## src/logic/dtc_defines.vh

```
/*
 dtc_defines.vh: register offsets, field positions, reset values and timing
 counts for the dual timer/counter block.
 assumes: included by bare name from the design files under logic/.
*/
`ifndef DTC_DEFINES_VH
`define DTC_DEFINES_VH

// word offsets on the wishbone bus (byte address = 4 * index)
`define DTC_IDX_CTRL 8'h88
`define DTC_IDX_MODE 8'h89
`define DTC_IDX_TL0 8'h8a
`define DTC_IDX_TL1 8'h8b
`define DTC_IDX_TH0 8'h8c
`define DTC_IDX_TH1 8'h8d
`define DTC_IDX_FREQ 8'h8e
`define DTC_IDX_IEN 8'ha8
`define DTC_IDX_IPRI 8'hb8
`define DTC_IDX_ACK 8'hc0

// control register fields
`define DTC_CTRL_TF1 7
`define DTC_CTRL_TR1 6
`define DTC_CTRL_TF0 5
`define DTC_CTRL_TR0 4
// mode register fields
`define DTC_MODE_CT1 6
`define DTC_MODE_M1_HI 5
`define DTC_MODE_M1_LO 4
`define DTC_MODE_CT0 2
`define DTC_MODE_M0_HI 1
`define DTC_MODE_M0_LO 0
// frequency control fields
`define DTC_FREQ_TMR_ONE_PRESCALE_SEL 1
`define DTC_FREQ_TMR_ZERO_PRESCALE_SEL 0
// interrupt enable / priority fields
`define DTC_IEN_GLOBAL 7
`define DTC_IEN_T1 3
`define DTC_IEN_T0 1
`define DTC_IPRI_T1 3
`define DTC_IPRI_T0 1

// mode codes
`define DTC_M_13BIT 2'b00
`define DTC_M_16BIT 2'b01
`define DTC_M_RELOAD 2'b10
`define DTC_M_SPLIT 2'b11

// reset values
`define DTC_RST_BYTE 8'h00

// prescale ratio for the slow timer tick
`define DTC_PRESCALE_DIV 12

`endif

```

## src/logic/dtc_pin_edge.v

```verilog
/*
 dtc_pin_edge.v: two-flop synchroniser and falling edge detector for an
 external count pin.
 assumes: pin is asynchronous to clk_i; rst_i synchronous active high.
*/
`timescale 1ns/1ps
module dtc_pin_edge (
   input wire clk_i,
   input wire rst_i,
   input wire pin_i,
   output wire fall_o
);
   reg sync_a;
   reg sync_b;
   reg prev;

   // only sync_b and prev feed the detector, sync_a stays private
   always @(posedge clk_i) begin
      if (rst_i) begin
         sync_a <= 1'b1;
         sync_b <= 1'b1;
         prev <= 1'b1;
      end else begin
         sync_a <= pin_i;
         sync_b <= sync_a;
         prev <= sync_b;
      end
   end

   // one pulse per high-to-low change
   assign fall_o = prev & ~sync_b;
endmodule

```

## src/logic/dtc_timer.v

```verilog
/*
 dtc_timer.v: two classic timer/counters with 13-bit, 16-bit, 8-bit reload
 and (timer zero) split modes, behind a classic wishbone slave.
 assumes: a wishbone master on clk_i; the cpu pulses the vector acknowledge
 port (or writes the ack register) when it enters a timer interrupt.
*/
// The Wishbone interface to the registers was left to the implementer.
`timescale 1ns/1ps
`include "dtc_defines.vh"

// Contract
// - timer zero has 13-bit, 16-bit, 8-bit reload and split modes
// - 13-bit timer zero: high byte bits 12..5, low byte bits 4..0
// - timer zero overflow sets its flag; enabled flag requests interrupt
// - timer zero counts pin falling edges or divided clock
// - setting timer zero run keeps the count and resumes
// - 16-bit timer zero uses all low byte bits
// - timer zero reload mode: low byte overflow reloads from high byte
// - prescale select bit 0 for timer zero, bit 1 for timer one
// - split low byte uses timer zero run, select and flag
// - split high byte counts clock ticks, gated by timer one run
// - split mode stops timer one counting
// - timer one has 13-bit, 16-bit and 8-bit reload modes
// - 13-bit timer one: high byte bits 12..5, low byte bits 4..0
// - timer one overflow sets its flag; enabled flag requests interrupt
// - timer one counts pin falling edges or divided clock
// - setting timer one run keeps the count and resumes
// - 16-bit timer one uses all low byte bits
// - timer one reload mode: low byte overflow reloads from high byte
// - enable register: timer one bit 3, timer zero bit 1
// - priority register: timer one bit 3, timer zero bit 1
// - prescale bit 0 gives clock over 12, 1 gives full clock
// - mode codes 00,01,10,11; timer one code 11 stops
// - interrupt vectoring clears the overflow flag
// - each timer counts only while its run bit is set
module dtc_timer #(
   parameter PRESCALE_DIV = `DTC_PRESCALE_DIV
) (
   input wire clk_i,
   input wire rst_i,
   input wire cyc_i,
   input wire stb_i,
   input wire we_i,
   input wire [9:0] adr_i,
   input wire [3:0] sel_i,
   input wire [31:0] dat_i,
   output reg [31:0] dat_o,
   output reg ack_o,
   input wire tmr_zero_count_pin_i,
   input wire tmr_one_count_pin_i,
   input wire tmr_zero_vector_ack_i,
   input wire tmr_one_vector_ack_i,
   output wire tmr_zero_irq_o,
   output wire tmr_one_irq_o,
   output wire tmr_zero_irq_high_o,
   output wire tmr_one_irq_high_o
);
   reg [7:0] timer_control_reg;
   reg [7:0] timer_mode_reg;
   reg [7:0] timer_freq_control_reg;
   reg [7:0] interrupt_enable_mask;
   reg [7:0] interrupt_priority_select;
   reg [7:0] tmr_zero_low_byte;
   reg [7:0] tmr_zero_high_byte;
   reg [7:0] tmr_one_low_byte;
   reg [7:0] tmr_one_high_byte;
   reg [3:0] div_cnt;
   reg [7:0] next_zl;
   reg [7:0] next_zh;
   reg [7:0] next_ol;
   reg [7:0] next_oh;
   reg zero_ovf;
   reg one_ovf;
   reg [7:0] rd_byte;
   wire zero_fall;
   wire one_fall;
   wire slow_tick;
   wire zero_tick;
   wire one_tick;
   wire zero_src;
   wire one_src;
   wire [1:0] zero_mode;
   wire [1:0] one_mode;
   wire zero_run;
   wire one_run;
   wire split;
   wire access;
   wire wr;
   wire [7:0] idx;
   wire [7:0] wbyte;
   wire wr_ack;

   // 13-bit step: low five bits roll into the high byte, top three ignored
   function [16:0] step13;
      input [7:0] hi;
      input [7:0] lo;
      reg [13:0] sum;
      begin
         sum = {1'b0, hi, lo[4:0]} + 14'h0001;
         step13 = {sum[13], sum[12:5], lo[7:5], sum[4:0]};
      end
   endfunction

   // 16-bit step with carry out in bit 16
   function [16:0] step16;
      input [7:0] hi;
      input [7:0] lo;
      begin
         step16 = {1'b0, hi, lo} + 17'h00001;
      end
   endfunction

   // external pins, edge detected in the small module
   dtc_pin_edge u_pin_zero (
      .clk_i(clk_i),
      .rst_i(rst_i),
      .pin_i(tmr_zero_count_pin_i),
      .fall_o(zero_fall)
   );
   dtc_pin_edge u_pin_one (
      .clk_i(clk_i),
      .rst_i(rst_i),
      .pin_i(tmr_one_count_pin_i),
      .fall_o(one_fall)
   );

   // shared divide-by-12 enable; free running so both timers see one phase
   always @(posedge clk_i) begin
      if (rst_i) begin
         div_cnt <= 4'h0;
      end else if (div_cnt == PRESCALE_DIV[3:0] - 4'h1) begin
         div_cnt <= 4'h0;
      end else begin
         div_cnt <= div_cnt + 4'h1;
      end
   end
   assign slow_tick = (div_cnt == PRESCALE_DIV[3:0] - 4'h1);

   assign zero_mode = {timer_mode_reg[`DTC_MODE_M0_HI], timer_mode_reg[`DTC_MODE_M0_LO]};
   assign one_mode = {timer_mode_reg[`DTC_MODE_M1_HI], timer_mode_reg[`DTC_MODE_M1_LO]};
   assign split = (zero_mode == `DTC_M_SPLIT);
   assign zero_run = timer_control_reg[`DTC_CTRL_TR0];
   assign one_run = timer_control_reg[`DTC_CTRL_TR1];
   // timer tick source per prescale bit
   assign zero_src = timer_freq_control_reg[`DTC_FREQ_TMR_ZERO_PRESCALE_SEL] ? 1'b1 : slow_tick;
   assign one_src = timer_freq_control_reg[`DTC_FREQ_TMR_ONE_PRESCALE_SEL] ? 1'b1 : slow_tick;
   assign zero_tick = zero_run & (timer_mode_reg[`DTC_MODE_CT0] ? zero_fall : zero_src);
   // timer one blocked by split mode and by its own stop code
   assign one_tick = one_run & ~split & (one_mode != `DTC_M_SPLIT) &
                     (timer_mode_reg[`DTC_MODE_CT1] ? one_fall : one_src);

   // next count values and overflow events
   always @* begin
      next_zl = tmr_zero_low_byte;
      next_zh = tmr_zero_high_byte;
      next_ol = tmr_one_low_byte;
      next_oh = tmr_one_high_byte;
      zero_ovf = 1'b0;
      one_ovf = 1'b0;
      if (zero_tick) begin
         case (zero_mode)
            `DTC_M_13BIT: begin
               {zero_ovf, next_zh, next_zl} = step13(tmr_zero_high_byte, tmr_zero_low_byte);
            end
            `DTC_M_16BIT: begin
               {zero_ovf, next_zh, next_zl} = step16(tmr_zero_high_byte, tmr_zero_low_byte);
            end
            `DTC_M_RELOAD: begin
               zero_ovf = (tmr_zero_low_byte == 8'hff);
               next_zl = zero_ovf ? tmr_zero_high_byte : tmr_zero_low_byte + 8'h01;
            end
            default: begin
               zero_ovf = (tmr_zero_low_byte == 8'hff);
               next_zl = tmr_zero_low_byte + 8'h01;
            end
         endcase
      end
      // split high byte: clock ticks only, gated by timer one run
      if (split && one_run && one_src) begin
         one_ovf = (tmr_zero_high_byte == 8'hff);
         next_zh = tmr_zero_high_byte + 8'h01;
      end
      if (one_tick) begin
         case (one_mode)
            `DTC_M_13BIT: begin
               {one_ovf, next_oh, next_ol} = step13(tmr_one_high_byte, tmr_one_low_byte);
            end
            `DTC_M_16BIT: begin
               {one_ovf, next_oh, next_ol} = step16(tmr_one_high_byte, tmr_one_low_byte);
            end
            `DTC_M_RELOAD: begin
               one_ovf = (tmr_one_low_byte == 8'hff);
               next_ol = one_ovf ? tmr_one_high_byte : tmr_one_low_byte + 8'h01;
            end
            default: begin
               one_ovf = 1'b0;
            end
         endcase
      end
   end

   // wishbone decode: single cycle ack, dropped the cycle after
   assign access = cyc_i & stb_i & ~ack_o;
   assign idx = adr_i[9:2];
   assign wr = access & we_i & sel_i[0];
   assign wbyte = dat_i[7:0];
   assign wr_ack = wr & (idx == `DTC_IDX_ACK);

   always @(posedge clk_i) begin
      if (rst_i) begin
         ack_o <= 1'b0;
      end else begin
         ack_o <= access;
      end
   end

   // count registers: a software write beats the count in the same cycle
   always @(posedge clk_i) begin
      if (rst_i) begin
         tmr_zero_low_byte <= `DTC_RST_BYTE;
         tmr_zero_high_byte <= `DTC_RST_BYTE;
         tmr_one_low_byte <= `DTC_RST_BYTE;
         tmr_one_high_byte <= `DTC_RST_BYTE;
      end else begin
         tmr_zero_low_byte <= (wr && idx == `DTC_IDX_TL0) ? wbyte : next_zl;
         tmr_zero_high_byte <= (wr && idx == `DTC_IDX_TH0) ? wbyte : next_zh;
         tmr_one_low_byte <= (wr && idx == `DTC_IDX_TL1) ? wbyte : next_ol;
         tmr_one_high_byte <= (wr && idx == `DTC_IDX_TH1) ? wbyte : next_oh;
      end
   end

   // configuration registers; mode and frequency reserved bits kept at zero, priority bit 7 kept at zero, enable stored whole
   always @(posedge clk_i) begin
      if (rst_i) begin
         timer_mode_reg <= `DTC_RST_BYTE;
         timer_freq_control_reg <= `DTC_RST_BYTE;
         interrupt_enable_mask <= `DTC_RST_BYTE;
         interrupt_priority_select <= `DTC_RST_BYTE;
      end else if (wr) begin
         if (idx == `DTC_IDX_MODE) begin
            timer_mode_reg <= wbyte & 8'h77;
         end
         if (idx == `DTC_IDX_FREQ) begin
            timer_freq_control_reg <= wbyte & 8'h03;
         end
         if (idx == `DTC_IDX_IEN) begin
            interrupt_enable_mask <= wbyte;
         end
         if (idx == `DTC_IDX_IPRI) begin
            interrupt_priority_select <= wbyte & 8'h7f;
         end
      end
   end

   // control register: run bits by software, flags set by hardware win over any clear
   always @(posedge clk_i) begin
      if (rst_i) begin
         timer_control_reg <= `DTC_RST_BYTE;
      end else begin
         if (wr && idx == `DTC_IDX_CTRL) begin
            timer_control_reg <= wbyte & 8'hfa;
         end else begin
            if (tmr_zero_vector_ack_i || (wr_ack && wbyte[0])) begin
               timer_control_reg[`DTC_CTRL_TF0] <= 1'b0;
            end
            if (tmr_one_vector_ack_i || (wr_ack && wbyte[1])) begin
               timer_control_reg[`DTC_CTRL_TF1] <= 1'b0;
            end
         end
         if (zero_ovf) begin
            timer_control_reg[`DTC_CTRL_TF0] <= 1'b1;
         end
         if (one_ovf) begin
            timer_control_reg[`DTC_CTRL_TF1] <= 1'b1;
         end
      end
   end

   // read mux; unmapped words read zero but still ack
   always @* begin
      case (idx)
         `DTC_IDX_CTRL: rd_byte = timer_control_reg;
         `DTC_IDX_MODE: rd_byte = timer_mode_reg;
         `DTC_IDX_TL0: rd_byte = tmr_zero_low_byte;
         `DTC_IDX_TL1: rd_byte = tmr_one_low_byte;
         `DTC_IDX_TH0: rd_byte = tmr_zero_high_byte;
         `DTC_IDX_TH1: rd_byte = tmr_one_high_byte;
         `DTC_IDX_FREQ: rd_byte = timer_freq_control_reg;
         `DTC_IDX_IEN: rd_byte = interrupt_enable_mask;
         `DTC_IDX_IPRI: rd_byte = interrupt_priority_select;
         default: rd_byte = 8'h00;
      endcase
   end

   always @(posedge clk_i) begin
      if (rst_i) begin
         dat_o <= 32'h00000000;
      end else if (access && !we_i) begin
         dat_o <= {24'h000000, rd_byte};
      end
   end

   // requests gated by per-timer and global enables
   assign tmr_zero_irq_o = timer_control_reg[`DTC_CTRL_TF0] & interrupt_enable_mask[`DTC_IEN_T0] &
                           interrupt_enable_mask[`DTC_IEN_GLOBAL];
   assign tmr_one_irq_o = timer_control_reg[`DTC_CTRL_TF1] & interrupt_enable_mask[`DTC_IEN_T1] &
                          interrupt_enable_mask[`DTC_IEN_GLOBAL];
   assign tmr_zero_irq_high_o = interrupt_priority_select[`DTC_IPRI_T0];
   assign tmr_one_irq_high_o = interrupt_priority_select[`DTC_IPRI_T1];
endmodule

```

## config.mk

```make
export PLATFORM = sky130hd
export DESIGN_NAME = dtc_timer
export DESIGN_NICKNAME = d
export VERILOG_FILES = /design/src/logic/dtc_pin_edge.v /design/src/logic/dtc_timer.v
export VERILOG_INCLUDE_DIRS = /design/src /design/src/logic
export SDC_FILE = /design/constraint.sdc
export NUM_CORES = 1
export LEC_CHECK = 0
export BUFFER_PORTS_ARGS = -buffer_cell sky130_fd_sc_hd__buf_4
export CORE_ASPECT_RATIO = 0.75
export CORE_MARGIN = 2
export CORE_UTILIZATION = 51
export CTS_CLUSTER_DIAMETER = 80
export DETAILED_ROUTE_END_ITERATION = 10
export GPL_ROUTABILITY_DRIVEN = 0
export HOLD_SLACK_MARGIN = 0.03
export PLACE_DENSITY = 0.77
export SETUP_SLACK_MARGIN = 0.15
export SYNTH_ARGS = -nofsm -noshare
export SYNTH_HDL_FRONTEND = slang
export SYNTH_SLANG_ARGS = --single-unit
```

## constraint.sdc

```tcl
create_clock -name clk_i -period 1.8 [get_ports clk_i]
set_input_delay 0.36 -clock clk_i [delete_from_list [all_inputs] [get_ports clk_i]]
set_output_delay 0.36 -clock clk_i [all_outputs]
set_load 0.005 [all_outputs]
```

==> results of run 1 <==
## per-layer routing
metal,global-route usage,vias up,routed length (um)
met5,0,-,0
met4,0.121,0,799
met3,0.0878,89,2080
met2,0.502,380,8400
met1,0.393,2581,6980
li1,-,2380,-
## timing repair
item | CTS | global route
cloned | 0 | 0
resized for setup | 49 | 47
pin swaps | 41 | 31
endpoints found under the setup margin | 42 | 57
hold buffers | 0 | 0
buffers inserted | 19 | 12
## metrics by stage
| stage | power [mW] | TNS, ns | setup slack, ns | util |
|---|---|---|---|---|
| after floorplan | 2.01 | -0.0879 | -0.0247 | - |
| after global placement | 2.07 | -0.519 | -0.0673 | 0.617 |
| after detailed placement | 2.08 | -2.24 | -0.154 | 0.617 |
| after CTS | 3.84 | -0.262 | -0.0523 | 0.685 |
| after global routing | 3.96 | -4.03 | -0.291 | 0.715 |
| final | 3.84 | -2.15 | -0.185 | 0.715 |
## report_power, final
group | internal, mW | leakage, nW | switching [mW]
combinational | 0.104 | 1.88 | 0.172
clock | 0.984 | 0.133 | 0.799
sequential | 1.78 | 0.653 | 0.00789
## worst reg2reg max path: cells and delay by family, from the launching register on
family / cells / cell delay (ns)
flip-flops: 1 / 0.37
AND/OR/NAND/NOR: 2 / 0.74
buffers and inverters: 1 / 0.11
adder cells (fa/ha/maj): 1 / 0.19
AO/OA/AOI/OAI: 2 / 0.50
## kinds of logic after synthesis
kind of cell	Yosys count	share of synthesized area
AO/OA/AOI/OAI	149	0.205
XOR/XNOR	21	0.0362
adder cells (fa/ha/maj)	8	0.0197
buffers and inverters	76	0.0866
flip-flops	80	0.315
multiplexers	45	0.0888
other	1	0.000737
AND/OR/NAND/NOR	228	0.248
## layout by cell type, fill, tap and decap left out, types with 4 or more instances in the layout
cell type and n:
a211oi_1 11, a211oi_2 6, a21o_1 6, a21oi_1 28, a21oi_2 7, a31oi_1 10, and2_4 4, and3_1 5
and3_4 4, and4_1 5, buf_12 6, buf_4 121, buf_6 15, clkbuf_16 9, conb_1 24, dfxtp_1 67
dfxtp_2 10, ha_4 6, inv_1 11, mux2i_1 42, nand2_1 38, nand2_2 5, nand2b_1 5, nand3_1 17
nand3_2 4, nand3b_1 4, nand4_1 5, nor2_1 77, nor2_2 5, nor3_2 6, o211ai_1 9, o21ai_0 20
o21ai_1 5, o22ai_1 6, or2_2 6, xnor2_1 13, xor2_1 7
## cell type report
cell class / instances / area (sq um)
Clock buffer: 11 / 243
Multi-Input combinational cell: 475 / 3610
Tap cell: 132 / 165
Clock inverter: 5 / 38.8
Inverter: 13 / 48.8
Fill cell: 689 / 2760
Sequential cell: 80 / 1630
Timing Repair Buffer: 142 / 1200
## worst max-delay path by stage
stage	start	to
after floorplan	div_cnt[0]	tmr_one_high_byte[3]
after global placement	timer_mode_reg[5]	tmr_one_high_byte[2]
after detailed placement	adr_i[7]	tmr_zero_high_byte[0]
after CTS	timer_mode_reg[5]	tmr_one_low_byte[5]
after global routing	timer_mode_reg[5]	tmr_one_high_byte[2]
final	timer_mode_reg[5]	tmr_one_high_byte[2]
==> results.md, run 1 <==
- Slowest-stage cell, CP: or3_1
- Synth Flop Type: dfxtp_1
- Delay-heaviest family, CP: simple AND/OR/NAND/NOR gates
- Die Y: 90.5 um
- TritonCTS buffer count: 9
- Post-synth top area share: 0.315
- Final Hold Viols: 0
- Crit path required time: 2.07 ns
- Crit Path Class: register to register
- Layout cells sized above 1: 0.386
- Final clock skew: 0.0104 ns
- Skew-Pair Late Insertion Delay: 0.35 ns
- WHS Path Cells: 2
- Number of enable flip-flop cells after synthesis: 0
- CP Depth: 6
- Port bufs: 38
- Count leader, synth: nor2_1
- Placed cell areas: 5980 sq um
- Outcome: finished with violations
- Critical path buffer and inverter count: 1
- Core area: 9700 sq um
- Layout Nets: 784
- Unrepaired setup endpoints after global routing: yes
- Sequential area share after synthesis: 0.315
- Die Span X: roughly 120 um
- Synth area leader: dfxtp_1
- Max H-tree Level: 3
- RR Startpoint: timer_mode_reg[5]
- DRC viols: 0
- R2r endpoint: tmr_one_high_byte[2]
- Avg WL per Cell: 21.3 um
- Final setup viols: 26
- Via count: 5430
- Die area: around 11000 sq um
- # diodes: 0
- I/O Pins: 92
- Slew Viols, Final: 0
- Syn Inst Count: between 600 and 700
- Total grt overflow: 0
- Hold path start: tmr_zero_count_pin_i
- Synth async-reset ratio: 0
- Pwr Density: about 550 nW/um^2
- Lkg Pwr: ~2.7 nW
- Crit path max fanout: 4
- Min-Delay Path Class: primary input to register
- Fin area: 6930 sq um
- Post-synth top cells: nor2_1 (83), dfxtp_1 (80), mux2i_1 (44), nand2_1 (43), a21oi_1 (35)
- First DRT Iteration DRCs: 697
- Starting Density: 0.524
- Largest net degree at the start of global routing: 71
- TritonCTS clock tree: yes
- WHS: 0.193 ns
- Number of synthesized register bits: 80
- Mean post-synth cell area: 8.36 sq um
- Longest Clk Path Bufs: 2
- Dpl hpwl: 11400 um
- DP Cell Count: 811
- Mapped Area: 5080 sq um
- R2r setup slk: -0.19 ns
- Vias in the first global route: 5040
- Worst-path clk slew: 0.07 ns
- Failing checks: setup timing
- Layout Cells excl Fill: 858
- ANT nets after route: 0
- CP max stage delay: 0.42 ns
- Synth unique cells: 74
- Max frequency: 504 MHz
- Worst VDD drop: between 0.5 and 0.6 mV
- First-pass GRT wire length: 26200 um
- Worst Setup Start Kind: register
- Data arrival, critical path: ~2.3 ns
- Setup slack after layout: -0.185 ns
- Via/cell ratio: ~6.3
- Root Buffer: clkbuf_16
- Hold Path Sink: u_pin_zero.sync_a
- Num rows: 31
- Antenna violations before repair: 0
- Crit share post-route: 1.10
- Final WL: about 18000 um
- Crit-path cells: inv_1 -> ha_4 -> nor4b_4 -> o211ai_1 -> or3_1 -> a311oi_2
- First-pass detailed-route iteration total: 7
- Synth warnings: 0
- Min cycle time layout: 1.99 ns
- Max Cap Violations: 0
- Slew headroom: 0.594
- Clk sinks: 80
- Worst setup EP type: register
- Reg2Reg Depth: 6
- Top cells by area, synth: dfxtp_1 (31%), mux2i_1 (8.7%), nor2_1 (6.1%)
- Actual slew at the worst max-slew pin: between 0.6 and 0.7 ns
- GRT Overall Usage: 0.311
- Area growth syn-to-layout: 36.3%
(Power assumes the default switching activity.)
==> run 2, diff against run 1 <==
--- a/config.mk
+++ b/config.mk
@@ -7,14 +7,14 @@
 export NUM_CORES = 1
 export LEC_CHECK = 0
 export BUFFER_PORTS_ARGS = -buffer_cell sky130_fd_sc_hd__buf_4
-export CORE_ASPECT_RATIO = 0.75
+export CORE_ASPECT_RATIO = 0.7
 export CORE_MARGIN = 2
 export CORE_UTILIZATION = 51
 export CTS_CLUSTER_DIAMETER = 80
 export DETAILED_ROUTE_END_ITERATION = 10
 export GPL_ROUTABILITY_DRIVEN = 0
 export HOLD_SLACK_MARGIN = 0.03
-export PLACE_DENSITY = 0.77
+export PLACE_DENSITY_LB_ADDON = 0.2
 export SETUP_SLACK_MARGIN = 0.15
 export SYNTH_ARGS = -nofsm -noshare
 export SYNTH_HDL_FRONTEND = slang
==> results.md, run 2 (synthesis gave the netlist of run 1 again) <==
- Cts-stage hold buffer count: 0 (unchanged)
- Via/cell ratio: 6.00 (-5.2%)
- Slew Viols, Final: 0 (unchanged)
- Seq pwr share: 0.447 (-0.018)
- Outcome: finished with violations
- Die area: 10800 sq um (about the same)
- Longest Clk Path Bufs: 2 (unchanged)
- Final Hold Viols: 0 (unchanged)
- Area growth syn-to-layout: 32.3%
- Most common cell after layout, fill and taps aside: buf_4
- Combinational Power Share: 0.069 (-0.003)
- Final clock skew: 0.00626 ns (-0.00418 ns)
- Max frequency: 523 MHz (+3.9%)
- Port bufs: 38 (unchanged)
- Pwr Density: 593 nW/um^2 (+7.0%)
- Total grt overflow: 0 (unchanged)
- GRT Overall Usage: 0.303 (-0.00794)
- Die Y: 87.5 um (-3.2%)
- Vias in the first global route: 4575 (-9.2%)
- Pint: 3.05 mW (+6.3%)
- Core area: 9680 sq um (-0.13%)
- TritonCTS buffer count: 9 (unchanged)
- Min cycle time layout: 1.91 ns (-0.0737 ns)
- Most frequent cells in the layout: buf_4 (128), nor2_1 (79), dfxtp_1 (68)
- Worst Setup EP: tmr_zero_high_byte[7]
- Final setup viols: 18 (-31%)
- Lkg Pwr: 2.59 nW (-2.9%)
- Final WL: 16300 um (-11%)
- Layout Nets: 781 (-0.38%)
- Clock share of power: 0.483 (+0.019)
- Switching share of power: 0.237 (-0.0176)
- Crit path max fanout: 3 (-1)
- First DRT Iteration DRCs: 447 (-36%)
- Avg WL per Cell: 19.2 um (-9.9%)
- Max Cap Violations: 0 (unchanged)
- Dpl hpwl: 11300 um (-0.42%)
- Worst Setup Start Kind: register
- Skew-Pair Late Insertion Delay: 0.35 ns (about the same)
- WHS: 0.200 ns (+0.00645 ns)
- Clk sinks: 80 (unchanged)
- Final Core Density: 0.695 (-0.0201)
- Layout cells sized above 1: 0.351 (-0.0344)
- Max H-tree Level: 3 (unchanged)
- Via count: 5107 (-5.9%)
- TritonCTS clock tree: yes
- # diodes: 0 (unchanged)
- Unrepaired setup endpoints after global routing: yes
- Num rows: 30 (-3.2%)
- DP Cell Count: 812 (+0.12%)
- Crit Path Class: register to register
- First-pass GRT wire length: 24800 um (-5.4%)
- Switching power: 946 uW (-3.3%)
- Fillers: 777 (+13%)
- Die Span X: 123 um (+3.4%)
- First-pass detailed-route iteration total: 5 (-2)
- Reg2Reg Depth: 9 (+3)
- Worst VDD drop: 0.639 mV (+18%)
- Failing checks: setup timing
- Setup slack after layout: -0.111 ns (+0.0737 ns)
- Worst setup path startpoint: div_cnt[1]
- Root Buffer: clkbuf_16
- Layout Cells excl Fill: 851 (-0.82%)
- Largest net degree at the start of global routing: 72 (+1.4%)
- Worst setup EP type: register
- Worst-path clk slew: 0.06 ns (about the same)
- Starting Density: 0.525 (+0.000678)
- Fin area: 6730 sq um (-2.9%)
- Placed cell areas: 5990 sq um (+0.13%)
- R2r setup slk: -0.11 ns (+0.07 ns)
- ANT nets after route: 0 (unchanged)
- Antenna violations before repair: 0 (unchanged)
- R2r endpoint: tmr_zero_high_byte[7]
- Crit share post-route: 1.06 (-0.0409)
- Min-Delay Path Class: primary input to register
- I/O Pins: 92 (unchanged)
- Data arrival, critical path: 2.14 ns (-0.11 ns)
- WHS Path Cells: 2 (unchanged)
- DRC viols: 0 (unchanged)
- Crit path required time: 2.03 ns (-0.04 ns)
- RR Startpoint: div_cnt[1]
run 2: cell type report:
type,instances,area (sq um),area share
clock buffers,12,258,0.0383
clock inverters,4,51.3,0.00762
inverters,13,48.8,0.00725
multi-input cells,475,3480,0.517
flip-flops and latches,80,1620,0.241
well taps,128,160,0.0238
repair buffers,139,1110,0.165
run 2: metal layers:
metal  up-vias  share of wire  track usage
met2       232           0.44        0.462
met1      2465           0.45        0.428
met5         -              0            0
li1       2371              -            -
met3        39          0.084       0.0697
met4         0          0.024       0.0899
run 2: what timing repair did:
| action | CTS | global route |
|---|---|---|
| buffers inserted | 12 | 11 |
| pin swaps | 23 | 29 |
| setup endpoints to repair | 36 | 53 |
| gates resized for setup | 25 | 39 |
run 2: critical path: stages, from the launching register on:
cell and delay (ns):
dfxtp_2 0.35, ha_4 0.14, nand3b_1 0.12, buf_4 0.17
a221oi_4 0.32, buf_6 0.16, o21ai_4 0.06, a211oi_2 0.25
xnor2_1 0.15, o21ai_1 0.08
run 2: worst min-delay path by stage:
stage | from | slack (ns) | to
after floorplan | u_pin_one.sync_a | 0.39 | u_pin_one.sync_b
after global placement | u_pin_one.sync_a | 0.40 | u_pin_one.sync_b
after detailed placement | u_pin_one.sync_a | 0.40 | u_pin_one.sync_b
after CTS | tmr_one_count_pin_i | 0.20 | u_pin_one.sync_a
after global routing | tmr_one_count_pin_i | 0.20 | u_pin_one.sync_a
final | tmr_one_count_pin_i | 0.20 | u_pin_one.sync_a
run 2: power groups by stage:
stage	logic (mW)	registers [mW]	clock network, mW
finish	0.277	1.79	1.93
global route	0.296	1.79	2.03
CTS	0.260	1.79	1.96
detailed placement	0.258	1.83	0
global placement	0.255	1.83	0
floorplan	0.186	1.83	0
run 2: metrics by stage:
step	worst slack, ns	TNS (ns)	total power, mW
2_1_floorplan	-0.0247	-0.0879	2.01
4_1_cts	-0.0788	-0.489	4.01
6_report	-0.111	-0.896	3.99
3_3_place_gp	-0.0452	-0.262	2.08
3_5_place_dp	-0.0877	-0.936	2.09
5_1_grt	-0.185	-3.22	4.11
==> run 3, diff against run 2 <==
--- a/config.mk
+++ b/config.mk
@@ -18,4 +18,5 @@
 export SETUP_SLACK_MARGIN = 0.15
 export SYNTH_ARGS = -nofsm -noshare
 export SYNTH_HDL_FRONTEND = slang
+export SYNTH_HIERARCHICAL = 1
 export SYNTH_SLANG_ARGS = --single-unit
==> results.md, run 3 <==
- Outcome: finished with violations
- Failing checks: setup timing
- GRT Overall Usage: 0.339 (+0.0357)
- ANT nets after route: 0 (unchanged)
- Clk sinks: 80 (unchanged)
- Hold Path Sink: u_pin_zero/sync_a
- Most common cell after layout, fill and taps aside: buf_4
- Worst Setup Start Kind: register
- Final setup viols: 25 (+7)
- Pwr Density: 555 nW/um^2 (-6.4%)
- R2r endpoint: tmr_one_low_byte[6]
- Port bufs: 38 (unchanged)
- Skew-Pair Late Insertion Delay: 0.35 ns (about the same)
- DP Cell Count: 823 (+1.4%)
- Core area: 9220 sq um (-4.8%)
- Setup TNS: -2.32 ns (-1.42 ns)
- Synth unique cells: 71 (-4.1%)
- Synth Flop Type: dfxtp_1
- Starting Density: 0.534 (+0.00874)
- Layout Nets: 790 (+1.2%)
- Hold path start: tmr_zero_count_pin_i
- Slowest-stage cell, CP: dfxtp_4
- Setup slack after layout: -0.249 ns (-0.137 ns)
- Crit path max fanout: 4 (+1)
- Layout cells sized above 1: 0.383 (+0.0312)
- Area growth syn-to-layout: 40.3%
- Final clock skew: 0.00289 ns (-0.00337 ns)
- # diodes: 0 (unchanged)
- Die Y: 86.2 um (-1.6%)
- Worst setup EP type: register
- Sequential area share after synthesis: 0.326 (+0.0106)
- Root Buffer: clkbuf_16
- Avg WL per Cell: 20.7 um (+7.8%)
- Data arrival, critical path: 2.31 ns (+0.17 ns)
- Synth warnings: 6 (+6)
- Crit-path cells: inv_4 -> buf_4 -> buf_4 -> ha_1 -> nand4_1 -> nor2_4 -> nand2_1 -> a211oi_1 -> a211oi_1 -> nor3_1
- Worst VDD drop: 0.587 mV (-8.1%)
- Vias in the first global route: 5099 (+11%)
- First-pass GRT wire length: 26800 um (+8.3%)
- First DRT Iteration DRCs: 659 (+47%)
- Min-Delay Path Class: primary input to register
- Top cells by area, synth: dfxtp_1 (33%), mux2i_1 (7.1%), nor2_1 (6.0%)
- I/O Pins: 92 (unchanged)
- Worst-path clk slew: 0.06 ns (about the same)
- Syn Inst Count: 605 (-0.49%)
- CP max stage delay: 0.37 ns (+0.02 ns)
- RR Startpoint: timer_mode_reg[4]
- Post-synth top area share: 0.326 (+0.0106)
- Dpl ws: -0.163 ns (-0.0749 ns)
- WHS Path Cells: 2 (unchanged)
- Mapped Area: 4920 sq um (-3.2%)
- Final Core Density: 0.749 (+0.0543)
- Unrepaired setup endpoints after global routing: yes
- Max frequency: 488 MHz (-6.7%)
- Count leader, synth: dfxtp_1
- Total grt overflow: 0 (unchanged)
- Via/cell ratio: 6.28 (+4.6%)
- Slew Viols, Final: 0 (unchanged)
- Die area: 10500 sq um (-3.1%)
- Crit path required time: 2.06 ns (+0.03 ns)
- Largest net degree at the start of global routing: 43 (-40%)
- Min cycle time layout: 2.05 ns (+0.137 ns)
- Num rows: 29 (-3.3%)
- Dpl hpwl: 12200 um (+7.9%)
- Reg2Reg Depth: 10 (+1)
- Final Hold Viols: 0 (unchanged)
- Number of synthesized register bits: 80 (unchanged)
- Antenna violations before repair: 0 (unchanged)
- Via count: 5375 (+5.2%)
- TritonCTS buffer count: 9 (unchanged)
- Crit Path Class: register to register
- TritonCTS clock tree: yes
- Max H-tree Level: 3 (unchanged)
- Fillers: 661 (-15%)
- Layout Cells excl Fill: 856 (+0.59%)
- Number of enable flip-flop cells after synthesis: 0 (unchanged)
- Die Span X: 121 um (-1.6%)
- First-pass detailed-route iteration total: 5 (unchanged)
- Longest Clk Path Bufs: 2 (unchanged)
- Most frequent cells in the layout: buf_4 (127), nor2_1 (71), dfxtp_1 (63)
- Lkg Pwr: 2.65 nW (+2.4%)
- Post-synth top cells: dfxtp_1 (80), nor2_1 (78), nand2_1 (53), mux2i_1 (35), a21oi_1 (31)
- Final WL: 17700 um (+8.5%)
- Synth area leader: dfxtp_1
- Synth async-reset ratio: 0 (unchanged)
- Crit share post-route: 1.14 (+0.0764)
- Max Cap Violations: 0 (unchanged)
- DRC viols: 0 (unchanged)
- R2r setup slk: -0.25 ns (-0.14 ns)
- Mean post-synth cell area: 8.13 sq um (-2.8%)
-- run 3: where the power goes --
part / leakage [nW] / total [mW] / switching, mW / internal [mW]
clock network: 0.141 / 1.76 / 0.761 / 1.00
logic: 1.85 / 0.280 / 0.175 / 0.105
registers: 0.655 / 1.79 / 0.00852 / 1.78
-- run 3: layout make-up --
class / count / area [sq um] / share of cell area
Clock inverter: 5 / 31.3 / 0.00453
Inverter: 11 / 46.3 / 0.00671
Multi-Input combinational cell: 481 / 3630 / 0.525
Sequential cell: 80 / 1630 / 0.236
Tap cell: 124 / 155 / 0.0225
Clock buffer: 11 / 253 / 0.0366
Timing Repair Buffer: 144 / 1160 / 0.168
-- run 3: how the worst max path moves through the flow --
stage | depth (start not counted) | slack [ns] | startpoint | to
finish | 10 | -0.25 | timer_mode_reg[4] | tmr_one_low_byte[6]
global route | 10 | -0.40 | timer_mode_reg[4] | tmr_one_low_byte[6]
floorplan | 7 | -0.06 | timer_mode_reg[5] | tmr_one_high_byte[6]
detailed placement | 7 | -0.16 | timer_mode_reg[5] | tmr_one_high_byte[6]
CTS | 7 | -0.16 | timer_mode_reg[5] | tmr_one_high_byte[2]
global placement | 7 | -0.10 | timer_mode_reg[5] | tmr_one_high_byte[4]
-- run 3: worst max-delay path, delay by kind of cell, from the launching register on --
family | cells | cell delay, ns
compound gates | 2 | 0.35
fa+ha+maj | 1 | 0.23
buf+inv | 3 | 0.26
flops | 1 | 0.37
simple gates | 4 | 0.77
-- run 3: what timing repair did --
item,in CTS,in global routing
hold endpoints to repair,0,0
hold buffers,0,0
pin swaps,33,25
setup endpoints to repair,34,45
gates cloned,1,0
buffers inserted,8,8
gates resized for setup,74,42
-- run 3: cell families after synthesis --
| kind of cell | Yosys count | synth area share |
|---|---|---|
| DFF | 80 | 0.326 |
| AOI/OAI and AO/OA | 138 | 0.192 |
| xor gates and xnor gates | 23 | 0.0409 |
| other | 1 | 0.000762 |
| adders and majority gates | 8 | 0.0203 |
| muxes | 39 | 0.0827 |
| buffers and inverters | 67 | 0.0793 |
| and+or+nand+nor | 249 | 0.259 |
-- run 3: layer usage --
metal,up-vias,part of all wire,global-route usage
li1,2398,-,-
met1,2550,0.39,0.439
met2,361,0.44,0.525
met3,66,0.13,0.111
met4,0,0.037,0.136
met5,-,0,0
-- run 3: metrics by stage --
step           hold slack [ns]  instance area, sq um  power [mW]
4_1_cts                  0.184                  6680        3.83
3_3_place_gp             0.389                  6010        2.09
5_1_grt                  0.197                  6900        3.92
6_report                 0.189                  6900        3.83
2_1_floorplan            0.385                  5320        2.01
3_5_place_dp             0.400                  6010        2.10
